**config.mk**
```make
export PLATFORM = sky130hd
export DESIGN_NAME = rcf_top
export DESIGN_NICKNAME = d
export VERILOG_FILES = /design/src/inc/rcf_pkg.sv /design/src/design/rcf_top.sv
export SDC_FILE = /design/constraint.sdc
export NUM_CORES = 1
export LEC_CHECK = 0
export ABC_AREA = 0
export BUFFER_PORTS_ARGS = -buffer_cell sky130_fd_sc_hd__buf_2
export CORE_MARGIN = 5
export CORE_UTILIZATION = 40
export CTS_CLUSTER_SIZE = 24
export DETAILED_ROUTE_END_ITERATION = 7
export GPL_ROUTABILITY_DRIVEN = 0
export PLACE_DENSITY = 0.69
export SLEW_MARGIN = 20
export SYNTH_ARGS = -nofsm -noshare
export SYNTH_HDL_FRONTEND = slang
export SYNTH_SLANG_ARGS = --single-unit
```
**constraint.sdc**
```tcl
create_clock -name core_clk -period 2.8 [get_ports core_clk]
set_input_delay 0.28 -clock core_clk [delete_from_list [all_inputs] [get_ports core_clk]]
set_output_delay 0.28 -clock core_clk [all_outputs]
set_load 0.03 [all_outputs]
```
**src/inc/rcf_pkg.sv**
```systemverilog
package rcf_pkg;
  // bit positions of the reset cause status register
  localparam int unsigned BIT_BROWNOUT = 0;
  localparam int unsigned BIT_POWERON  = 1;
  localparam int unsigned BIT_PWRDN    = 2;
  localparam int unsigned BIT_WDOG     = 3;
  localparam int unsigned BIT_RSTINSTR = 4;
  localparam int unsigned BIT_CFGMIS   = 5;
  localparam int unsigned BIT_PRIO     = 7;
  localparam logic [3:0] ADDR_STATUS   = 4'h0;
  localparam logic [3:0] ADDR_CFG_BASE = 4'h8;
  // bits 7..0 = prio, -, cm, ri, to, pd, por, bor
  localparam logic [7:0] STATUS_RESET  = 8'h3c;
  localparam logic [7:0] WRITE_MASK    = 8'hb3;
  localparam int unsigned CFG_WORDS    = 4;
  localparam int unsigned CFG_W        = 16;

  typedef struct packed {
    logic por;       // power applied
    logic brownout;  // supply dip
    logic mclr;      // external master clear
    logic wdog;      // watchdog expiry
    logic instr;     // reset instruction
    logic stack;     // stack event
    logic cfgmis;    // configuration mismatch
  } rcf_cause_s;

  typedef enum logic [1:0] {
    RCF_RUN, RCF_LOAD
  } rcf_state_e;
endpackage : rcf_pkg

```
**src/design/rcf_top.sv**
```systemverilog
// Strobed register access and the placing of the registers were decided locally.
`timescale 1ns/1ps
// Behaviour
// The power-down flag goes to 1 at power-up and whenever the clear-watchdog instruction runs.
// The power-down flag goes to 0 whenever the sleep instruction runs; the code leaves it at 1 when clear-watchdog runs in the same cycle.
// The watchdog flag goes to 0 when the watchdog times out.
// A configuration mismatch reset acts like master clear, reset instruction, watchdog or stack resets.
// Every hard or power reset reloads the configuration words from program memory before running.
// Power-on, brown-out, reset-instruction and mismatch flags read 0 after their cause; software sets them to 1.
module rcf_top #(
  parameter int unsigned CFG_WORDS = rcf_pkg::CFG_WORDS,
  parameter int unsigned CFG_W     = rcf_pkg::CFG_W
) (
  input  wire logic                         core_clk,      // system clock
  input  wire logic                         reset,         // async, active high
  input  wire rcf_pkg::rcf_cause_s          cause,         // one-cycle reset cause pulses
  input  wire logic                         sleep_exec,    // sleep instruction pulse
  input  wire logic                         clear_watchdog_instruction_exec,   // clear-watchdog pulse
  input  wire logic [CFG_W-1:0]             flash_data,    // config word from program memory
  input  wire logic [3:0]                   addr,          // register address
  input  wire logic [7:0]                   wdata,         // write data
  input  wire logic                         wr,            // write strobe
  input  wire logic                         rd,            // read strobe
  output logic      [7:0]                   rdata,         // read data, cycle after rd
  output logic      [1:0]                   flash_addr,    // config word index
  output logic                              cpu_hold,      // core held while words load
  output logic      [CFG_W*CFG_WORDS-1:0]   config_words,  // loaded configuration
  output logic                              priority_level_enable // priority enable bit
);
  logic [7:0]                 status_r, status_nxt;
  logic [7:0]                 rdata_r, rdata_nxt;
  rcf_pkg::rcf_state_e        state_r, state_nxt;
  logic [1:0]                 idx_r, idx_nxt;
  logic [CFG_W*CFG_WORDS-1:0] cfg_r, cfg_nxt;
  logic                       hard_rst;
  logic                       hold_r, hold_nxt;

  // mismatch folds into the same hard-reset path as the other sources
  assign hard_rst = cause.por | cause.brownout | cause.mclr | cause.wdog |
                    cause.instr | cause.stack | cause.cfgmis;

  always_comb begin
    status_nxt = status_r;
    if (wr && addr == rcf_pkg::ADDR_STATUS) begin
      status_nxt = (status_r & ~rcf_pkg::WRITE_MASK) | (wdata & rcf_pkg::WRITE_MASK);
    end
    // hardware events come after the write so a coincident cause wins
    if (cause.mclr | cause.instr | cause.stack | cause.cfgmis | cause.wdog) begin
      status_nxt[rcf_pkg::BIT_PRIO] = 1'b0;
    end
    if (sleep_exec) begin
      status_nxt[rcf_pkg::BIT_PWRDN] = 1'b0;
      status_nxt[rcf_pkg::BIT_WDOG]  = 1'b1;
    end
    if (clear_watchdog_instruction_exec) begin
      status_nxt[rcf_pkg::BIT_PWRDN] = 1'b1;
      status_nxt[rcf_pkg::BIT_WDOG]  = 1'b1;
    end
    if (cause.wdog) begin
      status_nxt[rcf_pkg::BIT_WDOG] = 1'b0;
    end
    if (cause.instr) begin
      status_nxt[rcf_pkg::BIT_RSTINSTR] = 1'b0;
    end
    if (cause.cfgmis) begin
      status_nxt[rcf_pkg::BIT_CFGMIS] = 1'b0;
    end
    if (cause.brownout) begin
      status_nxt[rcf_pkg::BIT_BROWNOUT] = 1'b0;
    end
    if (cause.por) begin
      status_nxt = rcf_pkg::STATUS_RESET;
      status_nxt[rcf_pkg::BIT_POWERON]  = 1'b0;
      status_nxt[rcf_pkg::BIT_BROWNOUT] = 1'b0;
    end
    status_nxt[6] = 1'b0;
  end

  always_comb begin
    rdata_nxt = 8'h00;
    if (rd) begin
      if (addr == rcf_pkg::ADDR_STATUS) begin
        rdata_nxt = status_r;
      end else if (addr[3] == rcf_pkg::ADDR_CFG_BASE[3]) begin
        // low then high byte of each loaded word; unmapped reads as zero
        rdata_nxt = cfg_r[{addr[2:0], 3'h0} +: 8];
      end
    end
  end

  // walks the words out of program memory; any hard reset restarts the walk
  always_comb begin
    state_nxt = state_r;
    idx_nxt   = idx_r;
    cfg_nxt   = cfg_r;
    if (hard_rst) begin
      state_nxt = rcf_pkg::RCF_LOAD;
      idx_nxt   = 2'h0;
    end else begin
      unique case (state_r)
        rcf_pkg::RCF_RUN: begin
        end
        rcf_pkg::RCF_LOAD: begin
          cfg_nxt[idx_r*CFG_W +: CFG_W] = flash_data;
          idx_nxt = idx_r + 2'h1;
          if (idx_r == 2'(CFG_WORDS-1)) begin
            state_nxt = rcf_pkg::RCF_RUN;
            idx_nxt   = 2'h0;
          end
        end
        default: state_nxt = rcf_pkg::RCF_LOAD;
      endcase
    end
    hold_nxt = (state_nxt == rcf_pkg::RCF_LOAD);
  end

  always_ff @(posedge core_clk or posedge reset) begin
    if (reset) begin
      status_r <= rcf_pkg::STATUS_RESET;
      rdata_r  <= 8'h00;
      state_r  <= rcf_pkg::RCF_LOAD;
      hold_r   <= 1'b1;
      idx_r    <= 2'h0;
      cfg_r    <= '0;
    end else begin
      status_r <= status_nxt;
      rdata_r  <= rdata_nxt;
      state_r  <= state_nxt;
      hold_r   <= hold_nxt;
      idx_r    <= idx_nxt;
      cfg_r    <= cfg_nxt;
    end
  end

  // flash_addr is the index register itself, so data returns combinationally
  assign rdata                 = rdata_r;
  assign flash_addr            = idx_r;
  assign cpu_hold              = hold_r;
  assign config_words          = cfg_r;
  assign priority_level_enable = status_r[rcf_pkg::BIT_PRIO];

  sleep_clears_pd_a: assert property (@(posedge core_clk) disable iff (reset)
    sleep_exec && !clear_watchdog_instruction_exec && !cause.por |=> !status_r[rcf_pkg::BIT_PWRDN])
    else $error("pd not cleared by sleep");
  clear_watchdog_instruction_sets_pd_a: assert property (@(posedge core_clk) disable iff (reset)
    clear_watchdog_instruction_exec && !cause.por && !cause.wdog |=> status_r[rcf_pkg::BIT_PWRDN] && status_r[rcf_pkg::BIT_WDOG])
    else $error("pd not set by clear watchdog");
  por_sets_pd_a: assert property (@(posedge core_clk) disable iff (reset)
    cause.por |=> status_r[rcf_pkg::BIT_PWRDN] && !status_r[rcf_pkg::BIT_POWERON])
    else $error("power-up flags wrong");
  wdog_clears_to_a: assert property (@(posedge core_clk) disable iff (reset)
    cause.wdog && !cause.por |=> !status_r[rcf_pkg::BIT_WDOG])
    else $error("watchdog flag not cleared");
  mismatch_hold_a: assert property (@(posedge core_clk) disable iff (reset)
    cause.cfgmis |=> cpu_hold && flash_addr == 2'h0)
    else $error("mismatch did not restart load");
  load_finishes_a: assert property (@(posedge core_clk) disable iff (reset)
    hard_rst ##1 (!hard_rst)[*4] |=> !cpu_hold)
    else $error("config load length wrong");
  instr_clears_ri_a: assert property (@(posedge core_clk) disable iff (reset)
    cause.instr && !cause.por |=> !status_r[rcf_pkg::BIT_RSTINSTR])
    else $error("reset instruction flag not cleared");
  sw_sets_ri_a: assert property (@(posedge core_clk) disable iff (reset)
    wr && addr == rcf_pkg::ADDR_STATUS && wdata[rcf_pkg::BIT_RSTINSTR] && !hard_rst |=> status_r[rcf_pkg::BIT_RSTINSTR])
    else $error("software set of flag lost");
  read_data_a: assert property (@(posedge core_clk) disable iff (reset)
    rd && addr == rcf_pkg::ADDR_STATUS |=> rdata == $past(status_r))
    else $error("read data wrong");

  // bit 6 has no storage behind it
  unimpl_bit_zero_a: assert property (@(posedge core_clk) disable iff (reset)
    !status_r[6])
    else $error("unused status bit set");

  // every hard cause but brown-out drops the priority enable; power-on does it through the reset value
  hard_clears_prio_a: assert property (@(posedge core_clk) disable iff (reset)
    cause.mclr || cause.instr || cause.stack || cause.cfgmis || cause.wdog |=> !priority_level_enable)
    else $error("priority enable survived reset");

  // mismatch leaves its own mark so software can tell it apart
  cfgmis_clears_cm_a: assert property (@(posedge core_clk) disable iff (reset)
    cause.cfgmis && !cause.por |=> !status_r[rcf_pkg::BIT_CFGMIS])
    else $error("mismatch flag not cleared");

  // brown-out marks itself
  brownout_clears_bor_a: assert property (@(posedge core_clk) disable iff (reset)
    cause.brownout |=> !status_r[rcf_pkg::BIT_BROWNOUT])
    else $error("brown-out flag not cleared");

  // master clear and stack resets touch nothing but the priority enable
  mclr_keeps_flags_a: assert property (@(posedge core_clk) disable iff (reset)
    hard_rst && !cause.por && !cause.brownout && !cause.wdog && !cause.instr && !cause.cfgmis &&
    !sleep_exec && !clear_watchdog_instruction_exec && !wr |=> status_r[5:0] == $past(status_r[5:0]))
    else $error("master clear changed flags");

  // software rearms the mismatch flag
  sw_writes_cm_a: assert property (@(posedge core_clk) disable iff (reset)
    wr && addr == rcf_pkg::ADDR_STATUS && !hard_rst |=> status_r[rcf_pkg::BIT_CFGMIS] == $past(wdata[rcf_pkg::BIT_CFGMIS]))
    else $error("mismatch flag write lost");

  // software rearms the power-on flag
  sw_writes_por_a: assert property (@(posedge core_clk) disable iff (reset)
    wr && addr == rcf_pkg::ADDR_STATUS && !cause.por |=> status_r[rcf_pkg::BIT_POWERON] == $past(wdata[rcf_pkg::BIT_POWERON]))
    else $error("power-on flag write lost");

  // the power-down flag is read-only to software
  pd_write_blocked_a: assert property (@(posedge core_clk) disable iff (reset)
    wr && addr == rcf_pkg::ADDR_STATUS && !sleep_exec && !clear_watchdog_instruction_exec && !cause.por
    |=> status_r[rcf_pkg::BIT_PWRDN] == $past(status_r[rcf_pkg::BIT_PWRDN]))
    else $error("power-down flag written");

  // the watchdog flag is read-only to software
  to_write_blocked_a: assert property (@(posedge core_clk) disable iff (reset)
    wr && addr == rcf_pkg::ADDR_STATUS && !sleep_exec && !clear_watchdog_instruction_exec && !cause.por && !cause.wdog
    |=> status_r[rcf_pkg::BIT_WDOG] == $past(status_r[rcf_pkg::BIT_WDOG]))
    else $error("watchdog flag written");

  // any hard cause restarts the walk from the first word
  hard_restart_a: assert property (@(posedge core_clk) disable iff (reset)
    hard_rst |=> cpu_hold && flash_addr == 2'h0)
    else $error("load not restarted");

  // once loaded, the words stay put until the next hard cause
  run_cfg_stable_a: assert property (@(posedge core_clk) disable iff (reset)
    !cpu_hold && !hard_rst |=> $stable(config_words))
    else $error("config changed while running");

  // the index rests at zero outside a load
  run_index_zero_a: assert property (@(posedge core_clk) disable iff (reset)
    !cpu_hold |-> flash_addr == 2'h0)
    else $error("index not parked");

  // read data stands for one cycle only
  idle_rdata_zero_a: assert property (@(posedge core_clk) disable iff (reset)
    !rd |=> rdata == 8'h00)
    else $error("read data left standing");

  // holes in the map read as zero
  unmapped_read_a: assert property (@(posedge core_clk) disable iff (reset)
    rd && addr != rcf_pkg::ADDR_STATUS && !addr[3] |=> rdata == 8'h00)
    else $error("unmapped read not zero");

  // loaded words can be read back byte by byte
  cfg_read_a: assert property (@(posedge core_clk) disable iff (reset)
    rd && addr[3] |=> rdata == 8'($past(config_words >> {addr[2:0], 3'h0})))
    else $error("config byte read wrong");

  // the walk moves one word per cycle
  hold_steps_a: assert property (@(posedge core_clk) disable iff (reset)
    cpu_hold && !hard_rst && flash_addr != 2'(CFG_WORDS-1) |=> cpu_hold && flash_addr == $past(flash_addr) + 2'h1)
    else $error("load index skipped");

  // the core is let go right after the last word
  hold_ends_a: assert property (@(posedge core_clk) disable iff (reset)
    cpu_hold && !hard_rst && flash_addr == 2'(CFG_WORDS-1) |=> !cpu_hold)
    else $error("hold not released");

  // sleep also marks the watchdog flag as not expired
  sleep_sets_to_a: assert property (@(posedge core_clk) disable iff (reset)
    sleep_exec && !cause.wdog |=> status_r[rcf_pkg::BIT_WDOG])
    else $error("sleep did not set watchdog flag");

  // power-up arms the four hardware flags together
  por_reload_a: assert property (@(posedge core_clk) disable iff (reset)
    cause.por |=> status_r[5:2] == 4'hf)
    else $error("power-up flags not armed");

  // clear-watchdog is applied after sleep, so it wins a tie
  clear_watchdog_instruction_over_sleep_a: assert property (@(posedge core_clk) disable iff (reset)
    sleep_exec && clear_watchdog_instruction_exec |=> status_r[rcf_pkg::BIT_PWRDN])
    else $error("clear watchdog lost to sleep");

  // without an event or a write the flags hold
  quiet_status_a: assert property (@(posedge core_clk) disable iff (reset)
    !wr && !hard_rst && !sleep_exec && !clear_watchdog_instruction_exec |=> $stable(status_r))
    else $error("status changed without cause");

  // one check per configuration word: each slot takes the flash word of its own index
  for (genvar w = 0; w < CFG_WORDS; w++) begin : g_word_chk
    load_word_a: assert property (@(posedge core_clk) disable iff (reset)
      cpu_hold && !hard_rst && flash_addr == 2'(w) |=> config_words[w*CFG_W +: CFG_W] == $past(flash_data))
      else $error("config word not captured");
  end

  // counts held cycles; a stuck walk would hang the core for good
  logic [3:0] hold_len_r, hold_len_nxt;
  always_comb begin
    hold_len_nxt = 4'h0;
    if (cpu_hold && !hard_rst) begin
      hold_len_nxt = hold_len_r + 4'h1;
    end
  end
  always_ff @(posedge core_clk or posedge reset) begin
    if (reset) begin
      hold_len_r <= 4'h0;
    end else begin
      hold_len_r <= hold_len_nxt;
    end
  end
  hold_len_a: assert property (@(posedge core_clk) disable iff (reset)
    hold_len_r <= 4'(CFG_WORDS))
    else $error("config load ran too long");

  cov_sleep_c:  cover property (@(posedge core_clk) disable iff (reset) sleep_exec ##1 clear_watchdog_instruction_exec);
  cov_wdog_c:   cover property (@(posedge core_clk) disable iff (reset) cause.wdog ##[1:8] !cpu_hold);
  cov_mis_c:    cover property (@(posedge core_clk) disable iff (reset) cause.cfgmis ##5 !cpu_hold);
  cov_swset_c:  cover property (@(posedge core_clk) disable iff (reset) cause.por ##[1:20] wr);
  cov_brown_c:  cover property (@(posedge core_clk) disable iff (reset) cause.brownout ##[1:20] rd);
endmodule : rcf_top

```
==> out/metrics.cfg <==
[run_status]
status = completed

[cts]
cts_buffer_depth = 2
clk_latency_ns = 0.35
cts_tree = yes
path_clk_slew_ns = 0.09
cts_resized = 0
cts.sinks = 84
cts_buffers = 9
cts.root.buffer_cell = clkbuf_8
h-tree-depth = 3
post-cts-setup-buffer-count = 0

[synthesis]
netlist.area_leader.share = 0.4493
syn_inst = 408
async_reset_ff_frac = 1.000
synthTopCellsByArea = dfrtp_1 (45%), mux2i_1 (18%), nand2_1 (6.2%)
synth-main-ff-cell = dfrtp_1
syn-cell-area_sq_um = 4344
synth-edff-count = 0
synth.distinct_cells = 33
synth_fp_nets = 455
yosys-top-cells-count = dfrtp_1 (78), mux2i_1 (78), nand2_1 (72), inv_1 (69), nor2_1 (11)
ys_warn_count = 0
synth_area_leader_cell = dfrtp_1
synth-seq-area-share = 0.4856
avgSynthCellArea_sq_um = 10.65
synth_seq_cells = 84

[grt]
grt_first_pass_wirelength_um = 18260
antenna_found_initial = 0
grt_max_degree = 50
grtUsageTotal = 0.1786
grt_overflow_total = 0
grt_pass1_vias = 3333

[sta]
setup_slack_ns = 0.6340
fin_setup_tns_ns = 0
worst_slew_pin_slew_ns = 0.7260
hold_viol_final = 0
drv_slew = 0
fmax_ghz = 0.4617
skew_ns = 0.01198
fin_crit_sh = 0.7736
period_needed_ns = 2.166
rsz0062_at_grt = no
relSlewSlack = 0.5160
finalSetupViolations = 0
hold_slack_ns = 0.1090

[setup_path]
path_max_fanout = 10
required_ns = 3.07
crit_chain = inv_1, ha_1, nor3b_2, buf_4, nand2_1, mux2i_1
critPathCaptureType = flip-flop
critPathLaunchType = flip-flop
max_stage_delay_ns = 0.54
slowest_stage = dfrtp_1
critical_path_class = flip-flop to flip-flop
arrival_ns = 2.43

[place]
dp_cells = 652
io_buffer_count = 113
dp_hpwl_um = 8738
pre_cts_ws_ns = 0.6381

[routing]
wl_um = 11540
firstDrtPassIters = 4
wl_per_cell_um = 17.25
drt_drc_violations_left = 0
vias = 3282
vias_per_cell = 4.906
antenna_left = 0
drt-initial-drc-count = 233

[layout]
multi_input_area_sq_um = 1856
num-fill-cells = 1043
drive_above_1_share = 0.3062
area_growth_pct = 21.23
final_util = 0.4901
n_antenna_cell = 0
seq_area_sq_um = 2110
instances_no_fill = 669
nets = 571

[floorplan]
core_sq_um = 10750
num_io_pins = 117
dieArea_sq_um = 13050
die_h_um = 114.2
row_count = 38
start_util = 0.4043
fp.dieW_um = 114.2

[job]
cap_violations = 0

[power]
p_per_area_nw_per_um2 = 469.9
leakagePower_nw = 3.006
peakVddDrop_mv = 0.2866

[hold_path]
hp-class = primary input to flip-flop

power breakdown:
part	total [mW]	switching [mW]	internal, mW
clock network	0.951	0.424	0.527
registers	1.27	0.0213	1.25
logic	0.257	0.173	0.0840
total	2.47	0.619	1.86
registers in the layout, summed over array words and instances, names as in the netlist:
| signal | cells |
|---|---|
| status_r | 7 |
| flash_addr | 2 |
| config_words | 64 |
| state_r | 2 |
| rdata | 8 |
| cpu_hold | 1 |
final cells by class:
type                    count  area share
well taps                 140     0.03326
inverters                  69     0.04942
flip-flops and latches     84      0.4006
multi-input cells         238      0.3523
clock buffers              12     0.02756
clock inverters             4     0.01378
repair buffers            122      0.1231
layer usage:
layer	routed length [um]	GRT usage	vias to the layer above
li1	-	-	1562
met1	5176	0.2508	1607
met2	5398	0.2732	94
met3	709	0.04545	19
met4	257	0.05384	0
met5	0	0	-
cells by family after synthesis:
kind of cell	Yosys count	share of synthesized area
mux	87	0.2264
compound gates	31	0.04896
flops	84	0.4856
buf+inv	86	0.08727
simple gates	113	0.1336
fa+ha+maj	6	0.01728
other cells	1	0.0008632
through the flow:
step	total power [mW]	area (sq um)
after floorplan	1.442	4344
after global placement	1.543	5039
after detailed placement	1.549	5039
after CTS	2.495	5266
after global routing	2.568	5266
final	2.475	5266
cell usage in the layout, fill, tap and decap left out, drive strengths merged:
| cell | netlist | routed |
|---|---|---|
| or2 | 1 | 1 |
| a21boi | 3 | 3 |
| mux4 | 9 | 9 |
| dlygate4sd3 | 0 | 1 |
| a211o | 3 | 3 |
| buf | 11 | 121 |
| nand3 | 9 | 9 |
| o21ai | 6 | 6 |
| o21bai | 3 | 3 |
| inv | 69 | 68 |
| nand2b | 2 | 2 |
| mux2i | 78 | 78 |
| ha | 6 | 6 |
| a21oi | 5 | 5 |
| nor3 | 4 | 4 |
| o2111ai | 3 | 3 |
| a22oi | 8 | 8 |
| dfrtp | 78 | 78 |
| nand2 | 73 | 73 |
| or3 | 2 | 2 |
| bufinv | 0 | 2 |
| clkbuf | 6 | 12 |
| and3b | 1 | 1 |
| nor2 | 11 | 11 |
| nor3b | 3 | 3 |
| clkinvlp | 0 | 1 |
| clkinv | 0 | 2 |
| nor4 | 2 | 2 |
| conb | 1 | 1 |
| dfstp | 6 | 6 |
| nor2b | 5 | 5 |
worst max-delay path: cells and delay by family, from the launching register on:
family,cells,cell delay [ns]
buffers and inverters,2,0.46
DFF,1,0.54
muxes,1,0.14
and+or+nand+nor,2,0.53
adders and majority gates,1,0.42
worst paths after layout:
| check | startpoint | to | slack, ns | cells after the start |
|---|---|---|---|---|
| setup / recovery | flash_addr[0] | config_words[25] | 0.63 | 6 |
| hold / removal | cause[3] | status_r[3] | 0.11 | 2 |
| setup reg to reg | flash_addr[0] | config_words[25] | 0.63 | 6 |
| hold reg to reg | status_r[2] | status_r[2] | 0.52 | 2 |
| max in group asynchronous | reset | status_r[5] | 1.53 | 4 |
| min in group asynchronous | reset | config_words[20] | 0.53 | 3 |
what timing repair did:
action,4_1_cts,5_1_grt
endpoints found under the hold margin,4,0
setup endpoints to repair,0,0
hold buffers,1,0
(Power assumes the default switching activity.)
